==> src/hb_protect_pkg.sv <==
// constants, pin indices and register map of the half-bridge protection block
// assumes a single 200 MHz clock and external comparators for temperature, supply and current
package hb_protect_pkg;

  // -----------------------------------------------------------------
  // documented levels, evaluated by the external comparators
  // -----------------------------------------------------------------
  localparam int WARN_TEMP_C       = 125;
  localparam int SHUTDOWN_TEMP_C   = 150;
  localparam int POR_SUPPLY_MV     = 9800;

  // -----------------------------------------------------------------
  // synchronised pin vector layout
  // -----------------------------------------------------------------
  localparam int NUM_BRIDGES       = 3;
  localparam int PIN_PWM           = 0;
  localparam int PIN_RESET_N       = 3;
  localparam int PIN_HS_OC         = 6;
  localparam int PIN_LS_OC         = 9;
  localparam int PIN_GATE_LOW      = 12;
  localparam int PIN_LOGIC_LOW     = 15;
  localparam int PIN_TEMP_WARN     = 16;
  localparam int PIN_TEMP_SD       = 17;
  localparam int PIN_WIDTH         = 18;
  // supplies read as low until the synchroniser has seen the pins
  localparam logic [17:0] PIN_INIT = 18'h0f000;

  // -----------------------------------------------------------------
  // register map (byte addresses) and fields
  // -----------------------------------------------------------------
  localparam logic [11:0] CTRL_ADDR    = 12'h000;
  localparam logic [11:0] STATUS_ADDR  = 12'h004;
  localparam int CTRL_MODE_BIT         = 0;
  localparam logic CTRL_MODE_RESET     = 1'b0;
  localparam int ST_WARN_BIT           = 0;
  localparam int ST_TSD_BIT            = 1;
  localparam int ST_SUPPLY_LOW_BIT     = 2;
  localparam int ST_OC_SD_LSB          = 4;
  localparam int ST_OC_KIND_LSB        = 8;
  localparam int ST_LIMIT_LSB          = 12;

  // -----------------------------------------------------------------
  // timing
  // -----------------------------------------------------------------
  localparam int CLK_MHZ               = 200;
  localparam int SHORT_TRIP_NS         = 80;
  localparam int SHORT_TRIP_CYCLES     = (SHORT_TRIP_NS * CLK_MHZ + 999) / 1000;

endpackage

==> src/pin_sync.sv <==
// three-stage pin synchroniser with agreement filter
// assumes asynchronous pins; output moves only when stages two and three agree
module pin_sync #(
  parameter int          W    = 1,
  parameter logic [W-1:0] INIT = '0
) (
  // clock and reset
  input  wire logic         clk,
  input  wire logic         rst,
  // pins and filtered result
  input  wire logic [W-1:0] pin,
  output logic      [W-1:0] level
);

  logic [W-1:0] s1;
  logic [W-1:0] s2;
  logic [W-1:0] s3;
  logic [W-1:0] next_level;

  // -----------------------------------------------------------------
  // filter
  // -----------------------------------------------------------------
  always_comb begin
    next_level = level;
    for (int b = 0; b < W; b++) begin
      if (s2[b] == s3[b]) begin
        next_level[b] = s3[b];
      end
    end
  end

  always_ff @(posedge clk) begin
    if (rst) begin
      s1    <= INIT;
      s2    <= INIT;
      s3    <= INIT;
      level <= INIT;
    end else begin
      s1    <= pin;
      s2    <= s1;
      s3    <= s2;
      level <= next_level;
    end
  end

endmodule // pin_sync

==> src/half_bridge_fault_protection.sv <==
// three-channel half-bridge protection and recovery logic with an apb register port
// assumes comparator and controller pins are asynchronous and an apb master on CLK
//
// Design decisions made here: the register offsets and the APB register port.
module half_bridge_fault_protection #(
  parameter int SHORT_CYCLES = hb_protect_pkg::SHORT_TRIP_CYCLES
) (
  // clock and reset
  input  wire logic        CLK,
  input  wire logic        RST,
  // apb slave
  input  wire logic        PSEL,
  input  wire logic        PENABLE,
  input  wire logic        PWRITE,
  input  wire logic [11:0] PADDR,
  input  wire logic [31:0] PWDATA,
  output logic      [31:0] PRDATA,
  output logic             PREADY,
  output logic             PSLVERR,
  // controller pins
  input  wire logic [2:0]  PWM,
  input  wire logic [2:0]  BRIDGE_RESET_N,
  // detector pins
  input  wire logic [2:0]  HS_OC,
  input  wire logic [2:0]  LS_OC,
  input  wire logic [2:0]  GATE_SUPPLY_LOW,
  input  wire logic        LOGIC_SUPPLY_LOW,
  input  wire logic        TEMP_WARN,
  input  wire logic        TEMP_SHUTDOWN,
  // power stage gate commands
  output logic      [2:0]  HS_ON,
  output logic      [2:0]  LS_ON,
  // open-drain alert pins
  output logic             FAULT_N_O,
  output logic             FAULT_N_OE,
  output logic             OVERTEMP_WARNING_N_O,
  output logic             OVERTEMP_WARNING_N_OE
);

  localparam int NB = hb_protect_pkg::NUM_BRIDGES;
  localparam int CW = $clog2(SHORT_CYCLES + 1);

  // a zero count would trip on the first overcurrent sample
  if (SHORT_CYCLES < 1) begin : g_bad_short
    $error("SHORT_CYCLES must be at least one");
  end

  // -----------------------------------------------------------------
  // pin synchronisation
  // -----------------------------------------------------------------
  logic [hb_protect_pkg::PIN_WIDTH-1:0] pins;
  logic [hb_protect_pkg::PIN_WIDTH-1:0] lvl;

  assign pins = {TEMP_SHUTDOWN, TEMP_WARN, LOGIC_SUPPLY_LOW, GATE_SUPPLY_LOW, LS_OC, HS_OC, BRIDGE_RESET_N, PWM};

  pin_sync #(
    .W    (hb_protect_pkg::PIN_WIDTH),
    .INIT (hb_protect_pkg::PIN_INIT)
  ) u_sync (
    .clk   (CLK),
    .rst   (RST),
    .pin   (pins),
    .level (lvl)
  );

  logic [2:0] pwm;
  logic [2:0] rst_n;
  logic [2:0] hs_oc;
  logic [2:0] ls_oc;
  logic       supply_low_guard;
  logic       temp_warn;
  logic       temp_sd;

  assign pwm              = lvl[hb_protect_pkg::PIN_PWM +: NB];
  assign rst_n            = lvl[hb_protect_pkg::PIN_RESET_N +: NB];
  assign hs_oc            = lvl[hb_protect_pkg::PIN_HS_OC +: NB];
  assign ls_oc            = lvl[hb_protect_pkg::PIN_LS_OC +: NB];
  // any gate supply or the logic supply counts
  assign supply_low_guard = |lvl[hb_protect_pkg::PIN_GATE_LOW +: NB] | lvl[hb_protect_pkg::PIN_LOGIC_LOW];
  assign temp_warn        = lvl[hb_protect_pkg::PIN_TEMP_WARN];
  assign temp_sd          = lvl[hb_protect_pkg::PIN_TEMP_SD];

  // -----------------------------------------------------------------
  // edge history of phase and reset levels
  // -----------------------------------------------------------------
  logic [2:0] pwm_d;
  logic [2:0] rst_n_d;
  logic [2:0] pwm_rise;
  logic [2:0] reset_rise;

  always_ff @(posedge CLK) begin
    if (RST) begin
      pwm_d   <= 3'h0;
      rst_n_d <= 3'h0;
    end else begin
      pwm_d   <= pwm;
      rst_n_d <= rst_n;
    end
  end

  assign pwm_rise   = pwm & ~pwm_d;
  assign reset_rise = rst_n & ~rst_n_d;

  // -----------------------------------------------------------------
  // mode register
  // -----------------------------------------------------------------
  logic mode_select_first;
  logic next_mode_select_first;
  logic cycle_limit_mode;
  logic latching_trip_mode;
  logic wr_en;

  assign wr_en              = PSEL & PENABLE & PWRITE;
  assign cycle_limit_mode   = ~mode_select_first;
  assign latching_trip_mode = mode_select_first;

  always_comb begin
    next_mode_select_first = mode_select_first;
    if (wr_en && PADDR == hb_protect_pkg::CTRL_ADDR) begin
      next_mode_select_first = PWDATA[hb_protect_pkg::CTRL_MODE_BIT];
    end
  end

  always_ff @(posedge CLK) begin
    if (RST) begin
      mode_select_first <= hb_protect_pkg::CTRL_MODE_RESET;
    end else begin
      mode_select_first <= next_mode_select_first;
    end
  end

  // -----------------------------------------------------------------
  // latched faults and the all-resets release
  // -----------------------------------------------------------------
  logic       thermal_shutdown;
  logic       next_thermal_shutdown;
  logic [2:0] oc_sd;
  logic [2:0] oc_kind;
  logic [2:0] rose;
  logic       latched_pending;
  logic       clear_all;

  assign latched_pending = thermal_shutdown | |(oc_sd & oc_kind);
  assign clear_all       = latched_pending & (&rose);

  always_comb begin
    // a new trip beats a release in the same cycle
    next_thermal_shutdown = temp_sd | (thermal_shutdown & ~clear_all);
  end

  always_ff @(posedge CLK) begin
    if (RST) begin
      thermal_shutdown <= 1'b0;
    end else begin
      thermal_shutdown <= next_thermal_shutdown;
    end
  end

  // -----------------------------------------------------------------
  // per-bridge protection
  // -----------------------------------------------------------------
  logic [2:0] limit_ls;
  logic [2:0] limit_hs;
  logic [2:0] hs_cmd;
  logic [2:0] ls_cmd;

  for (genvar i = 0; i < NB; i++) begin : g_bridge
    logic          lim_ls;
    logic          lim_hs;
    logic          sd;
    logic          kind;
    logic          rs;
    logic [CW-1:0] cnt;
    logic          next_lim_ls;
    logic          next_lim_hs;
    logic          next_sd;
    logic          next_kind;
    logic          next_rs;
    logic [CW-1:0] next_cnt;
    logic          oc_now;
    logic          sd_set;
    logic          sd_clr;
    logic          enable;

    assign oc_now = hs_oc[i] | ls_oc[i];

    always_comb begin
      next_cnt    = '0;
      next_lim_ls = lim_ls;
      next_lim_hs = lim_hs;
      sd_set      = 1'b0;
      if (cycle_limit_mode && rst_n[i]) begin
        // hold until the next phase cycle starts
        if (pwm_rise[i]) begin
          next_lim_ls = 1'b0;
          next_lim_hs = 1'b0;
        end
        if (ls_oc[i]) begin
          next_lim_ls = 1'b1;
        end
        if (hs_oc[i]) begin
          next_lim_hs = 1'b1;
        end
        // overcurrent that limiting cannot hold back is treated as a short
        if (oc_now) begin
          next_cnt = (cnt == CW'(SHORT_CYCLES)) ? cnt : cnt + CW'(1);
        end
        sd_set = oc_now && (cnt == CW'(SHORT_CYCLES - 1));
      end else begin
        next_lim_ls = 1'b0;
        next_lim_hs = 1'b0;
        if (latching_trip_mode && oc_now) begin
          sd_set = 1'b1;
        end
      end
      // own reset rise for a cycle-limit trip, all resets for a latched one
      sd_clr  = kind ? clear_all : reset_rise[i];
      if (supply_low_guard) begin
        sd_clr = 1'b1;
      end
      next_sd   = sd_set | (sd & ~sd_clr);
      next_kind = sd_set ? latching_trip_mode : (next_sd & kind);
      next_rs   = latched_pending & (reset_rise[i] | (rs & ~clear_all));
    end

    always_ff @(posedge CLK) begin
      if (RST) begin
        lim_ls <= 1'b0;
        lim_hs <= 1'b0;
        sd     <= 1'b0;
        kind   <= 1'b0;
        rs     <= 1'b0;
        cnt    <= '0;
      end else begin
        lim_ls <= next_lim_ls;
        lim_hs <= next_lim_hs;
        sd     <= next_sd;
        kind   <= next_kind;
        rs     <= next_rs;
        cnt    <= next_cnt;
      end
    end

    // the bridge runs only with its own reset high, no supply or thermal shutdown and no overcurrent shutdown of its own
    assign enable    = rst_n[i] & ~supply_low_guard & ~thermal_shutdown & ~sd;
    assign hs_cmd[i] = enable & pwm[i] & ~lim_ls & ~lim_hs;
    assign ls_cmd[i] = enable & ((~pwm[i] & ~lim_ls) | lim_hs);
    assign oc_sd[i]  = sd;
    assign oc_kind[i] = kind;
    assign rose[i]   = rs;
    assign limit_ls[i] = lim_ls;
    assign limit_hs[i] = lim_hs;
  end

  // -----------------------------------------------------------------
  // output stage
  // -----------------------------------------------------------------
  logic [2:0] next_hs_on;
  logic [2:0] next_ls_on;
  logic       next_fault_oe;
  logic       next_warn_oe;

  always_comb begin
    next_hs_on    = hs_cmd;
    next_ls_on    = ls_cmd & ~hs_cmd;
    next_fault_oe = supply_low_guard | thermal_shutdown | |oc_sd;
    next_warn_oe  = temp_warn;
  end

  always_ff @(posedge CLK) begin
    if (RST) begin
      HS_ON                 <= 3'h0;
      LS_ON                 <= 3'h0;
      FAULT_N_OE            <= 1'b0;
      OVERTEMP_WARNING_N_OE <= 1'b0;
    end else begin
      HS_ON                 <= next_hs_on;
      LS_ON                 <= next_ls_on;
      FAULT_N_OE            <= next_fault_oe;
      OVERTEMP_WARNING_N_OE <= next_warn_oe;
    end
  end

  // open-drain: the pins only ever pull low
  assign FAULT_N_O            = 1'b0;
  assign OVERTEMP_WARNING_N_O = 1'b0;

  // -----------------------------------------------------------------
  // apb read path
  // -----------------------------------------------------------------
  logic [31:0] status;
  logic [31:0] next_prdata;
  logic        mapped;

  always_comb begin
    status = 32'h0;
    status[hb_protect_pkg::ST_WARN_BIT]           = temp_warn;
    status[hb_protect_pkg::ST_TSD_BIT]            = thermal_shutdown;
    status[hb_protect_pkg::ST_SUPPLY_LOW_BIT]     = supply_low_guard;
    status[hb_protect_pkg::ST_OC_SD_LSB +: NB]    = oc_sd;
    status[hb_protect_pkg::ST_OC_KIND_LSB +: NB]  = oc_kind;
    status[hb_protect_pkg::ST_LIMIT_LSB +: NB]    = limit_ls | limit_hs;
  end

  assign mapped  = (PADDR == hb_protect_pkg::CTRL_ADDR) || (PADDR == hb_protect_pkg::STATUS_ADDR);
  assign PREADY  = 1'b1;
  // status is read-only, so writes to it are refused as well
  assign PSLVERR = PSEL & PENABLE & (~mapped | (PWRITE & (PADDR == hb_protect_pkg::STATUS_ADDR)));

  always_comb begin
    next_prdata = PRDATA;
    if (PSEL && !PENABLE && !PWRITE) begin
      if (PADDR == hb_protect_pkg::CTRL_ADDR) begin
        next_prdata = {31'h0, mode_select_first};
      end else if (PADDR == hb_protect_pkg::STATUS_ADDR) begin
        next_prdata = status;
      end else begin
        next_prdata = 32'h0;
      end
    end
  end

  always_ff @(posedge CLK) begin
    if (RST) begin
      PRDATA <= 32'h0;
    end else begin
      PRDATA <= next_prdata;
    end
  end

endmodule // half_bridge_fault_protection

==> config.mk <==
export PLATFORM = sky130hd
export DESIGN_NAME = half_bridge_fault_protection
export DESIGN_NICKNAME = d
export VERILOG_FILES = /design/src/hb_protect_pkg.sv /design/src/pin_sync.sv /design/src/half_bridge_fault_protection.sv
export SDC_FILE = /design/constraint.sdc
export NUM_CORES = 1
export LEC_CHECK = 0
export BUFFER_PORTS_ARGS = -buffer_cell sky130_fd_sc_hd__buf_2
export CAP_MARGIN = 20
export CORE_MARGIN = 2
export CORE_UTILIZATION = 55
export DETAILED_ROUTE_END_ITERATION = 8
export PLACE_DENSITY = 0.82
export SLEW_MARGIN = 20
export SYNTH_ARGS = -nofsm -noshare
export SYNTH_HDL_FRONTEND = slang
export SYNTH_SLANG_ARGS = --single-unit
==> constraint.sdc <==
create_clock -name CLK -period 4.7 [get_ports CLK]
set_input_delay 0.47 -clock CLK [delete_from_list [all_inputs] [get_ports CLK]]
set_output_delay 0.47 -clock CLK [all_outputs]
set_load 0.05 [all_outputs]
==> results.md <==
- Outcome: complete, no violations
- CP max FO: 13
- Crit path capture type: output port
- Critical path class: input port to output port
- Antenna violations before repair: 0
- Slew HR: 0.4525
- Data arrival, critical path: 2.18 ns
- Max-cap violations: 0
- DRT antenna net count: 0
- Fin cells: 638
- Synthesized area: 4668 um^2
- Register area: 2603 um^2
- Max clock buf depth: 2
- First-pass GRT wire length: 14190 um
- Synthesized area per cell: 10.17 um^2
- CTS Buf Count: 17
- Total gr overflow: 0
- Setup TNS: 0 ns
- Maximum vdd drop: 0.3558 mV
- Post-synth top area cell: dfxtp_1
- # fillers: 632
- Crit-path max cell delay: 0.67 ns
- Post-synth ARST share: 0
- CTS-repair resized insts: 0
- Clock skew: 0.005286 ns
- Inst Count DP: 606
- Crit-path cells: buf_2, or4_1, nor3_2, a21oi_1, buf_2
- Final setup vio count: 0
- Met1 global-route usage: 0.2343
- RSZ-0062 raised after global routing: no
- Wire per inst: 13.24 um
- CP bufs+invs: 2
- Synth Flop Type: dfxtp_1
- Cell family with most CP delay: simple AND/OR/NAND/NOR gates
- Final Hold Viols: 0
- Clk pin slew, worst setup/hold paths: 0.06 ns
- Die width: 96.13 um
- # IOs: 111
- Multi-input gate area: 1854 um^2
- Met3 Track Usage GR: 0.06030
- Final min period: 2.649 ns
- Hold slack: 0.1381 ns
- Largest net degree at the start of global routing: 82
- Max frequency: 377.4 MHz
- Vias/cell: 5.136
- Clock latency at the later pin of the worst-skew pair: 0.51 ns
- Pre-CTS WS: 2.056 ns
- Slew Viols, Final: 0
- Detailed-placement wirelength estimate: 5715 um
- Post-synthesis simple-gate area fraction: 0.2093
- Synth cell types: 47
- DRC viols: 0
- Final WS setup: 2.051 ns
- Compound-cell area share of the yosys netlist: 0.1110
- #FFs+latches synth: 130
- PortBufs: 56
- Most common cell on crit path: buf_2
- Gr usage total: 0.2014
- GRT met2 Usage: 0.3374
- Synth top area cells: dfxtp_1 (56%), nor2b_1 (7.9%), a21oi_1 (4.0%)
- Critical Path Start Type: input port
- Area grow syn2layout: 17.85%
- R2R Setup Slk: 3.06 ns
- Finished Core Util: 0.6696
- Die Area: 9241 um^2
- Synth Area in Adders: 0.02412
- WP data required: 4.23 ns
- Busiest grt layer: met2
- Number of synthesized flops with an enable pin: 0
- # nets final: 596
- Sequential fraction of the synthesis area: 0.5575
- CP max-delay cell: nor3_2
- Via count: 3277
- DRT Wirelength: 8445 um
- H-tree depth: 4
- Antenna Cells: 0
- Hold crit path type: input port to flip-flop
- TritonCTS clock tree: done
- Combinational family with the most area after synthesis: simple AND/OR/NAND/NOR gates
- CTS Sinks: 130
- Post-CTS setup buffers: 0
- Starting Density: 0.5681
- Share of the synthesized area in the top cell type: 0.5575
- Height of the chip: 96.13 um
- DR iter-0 viols: 177
- PD cells: 446.8 nW/um^2
- Xor and xnor area share after synthesis: 0.01689
- FP Rows: 33
- Vias in the first global route: 3171
- Leak pwr: 2.169 nW
- Synthesis Warnings: 0
- Post-synthesis mux area share: 0.01742
- Core area: 8217 um^2
- Top-count cell post-synth: dfxtp_1
- Slew @ Worst Pin: 0.8103 ns
- Fraction of layout cells with a size suffix above 1: 0.2120
- Tcrit/Tclk final: 0.5637
- Mapped Cells: 459
- Clock Root Buffer: clkbuf_8
- Routability cong.: 0.8337
- Hold buffer count at CTS: 0
- Drt pass-1 iters: 4
- Commonest cells in the netlist: dfxtp_1 (130), nor2b_1 (59), a21oi_1 (37), nor2_1 (35), buf_4 (24)
-- through the flow --
step | power (mW) | cell area, um^2
global placement | 1.245 | 4932
floorplan | 1.240 | 4747
CTS | 2.477 | 5502
global route | 2.539 | 5502
finish | 2.458 | 5502
detailed placement | 1.247 | 4932
-- cells by family (layout without fill, tap and decap cells) --
| group | Yosys count | after routing |
|---|---|---|
| and+or+nand+nor | 170 | 170 |
| DFF | 130 | 130 |
| AOI/OAI and AO/OA | 80 | 80 |
| buffers and inverters | 51 | 104 |
| adders and majority gates | 9 | 9 |
| xor gates and xnor gates | 9 | 9 |
| muxes | 8 | 8 |
| other | 2 | 23 |
-- placed cells by master, fill, tap and decap left out, types with 4 or more instances in the layout --
| master | netlist | layout |
|---|---|---|
| nand2_1 | 23 | 23 |
| o21ai_0 | 20 | 20 |
| clkinv_4 | 0 | 4 |
| ha_1 | 9 | 9 |
| nand3_1 | 4 | 4 |
| clkinv_2 | 0 | 4 |
| nor2b_1 | 59 | 59 |
| mux2i_1 | 7 | 7 |
| inv_1 | 14 | 14 |
| nand2b_1 | 4 | 4 |
| nor2_1 | 35 | 35 |
| nor3_1 | 5 | 5 |
| a32o_1 | 12 | 12 |
| buf_2 | 1 | 56 |
| xnor2_1 | 6 | 6 |
| clkbuf_16 | 0 | 16 |
| a21oi_1 | 37 | 37 |
| and3_1 | 8 | 8 |
| dfxtp_1 | 130 | 130 |
| conb_1 | 2 | 23 |
| or2_2 | 12 | 12 |
-- final timing paths --
| path | from | endpoint | cells past startpoint |
|---|---|---|---|
| min | GATE_SUPPLY_LOW[0] | u_sync.s1[12]$_SDFF_PP1_ | 2 |
| min reg2reg | u_sync.s1[14]$_SDFF_PP1_ | u_sync.s2[14]$_SDFF_PP1_ | 1 |
| max | PADDR[5] | PSLVERR | 5 |
| max reg2reg | g_bridge[2].cnt[0]$_SDFFE_PP0P_ | g_bridge[2].cnt[1]$_SDFFE_PP0P_ | 5 |
-- layout make-up --
type,instances,share of cell area
flip-flops and latches,130,0.4731
inverters,15,0.01023
well taps,105,0.02388
repair buffers,57,0.05231
clock buffers,19,0.07846
clock inverters,13,0.02502
multi-input cells,299,0.3370
-- flip-flops by register name, summed over array words and instances, names as in the netlist, 3 cells and up --
signal / cells
rst_n_d: 3
HS_ON: 3
LS_ON: 3
g_bridge.kind: 3
u_sync.level: 18
PRDATA: 12
u_sync.s3: 18
u_sync.s2: 18
g_bridge.sd: 3
u_sync.s1: 18
g_bridge.cnt: 15
g_bridge.lim_hs: 3
g_bridge.rs: 3
g_bridge.lim_ls: 3
pwm_d: 3
-- power breakdown --
part	switching (mW)	total (mW)	internal [mW]	leakage, nW
registers	0.00772	1.13	1.12	1.06
clock network	0.468	1.23	0.766	0.274
logic	0.0691	0.0944	0.0253	0.838
total	0.544	2.46	1.91	2.17
-- metal layers --
metal	up-vias	wire, um
met5	-	0
met1	1530	3677
li1	1630	-
met4	0	180
met2	97	4094
met3	20	492
(Power assumes the default switching activity.)
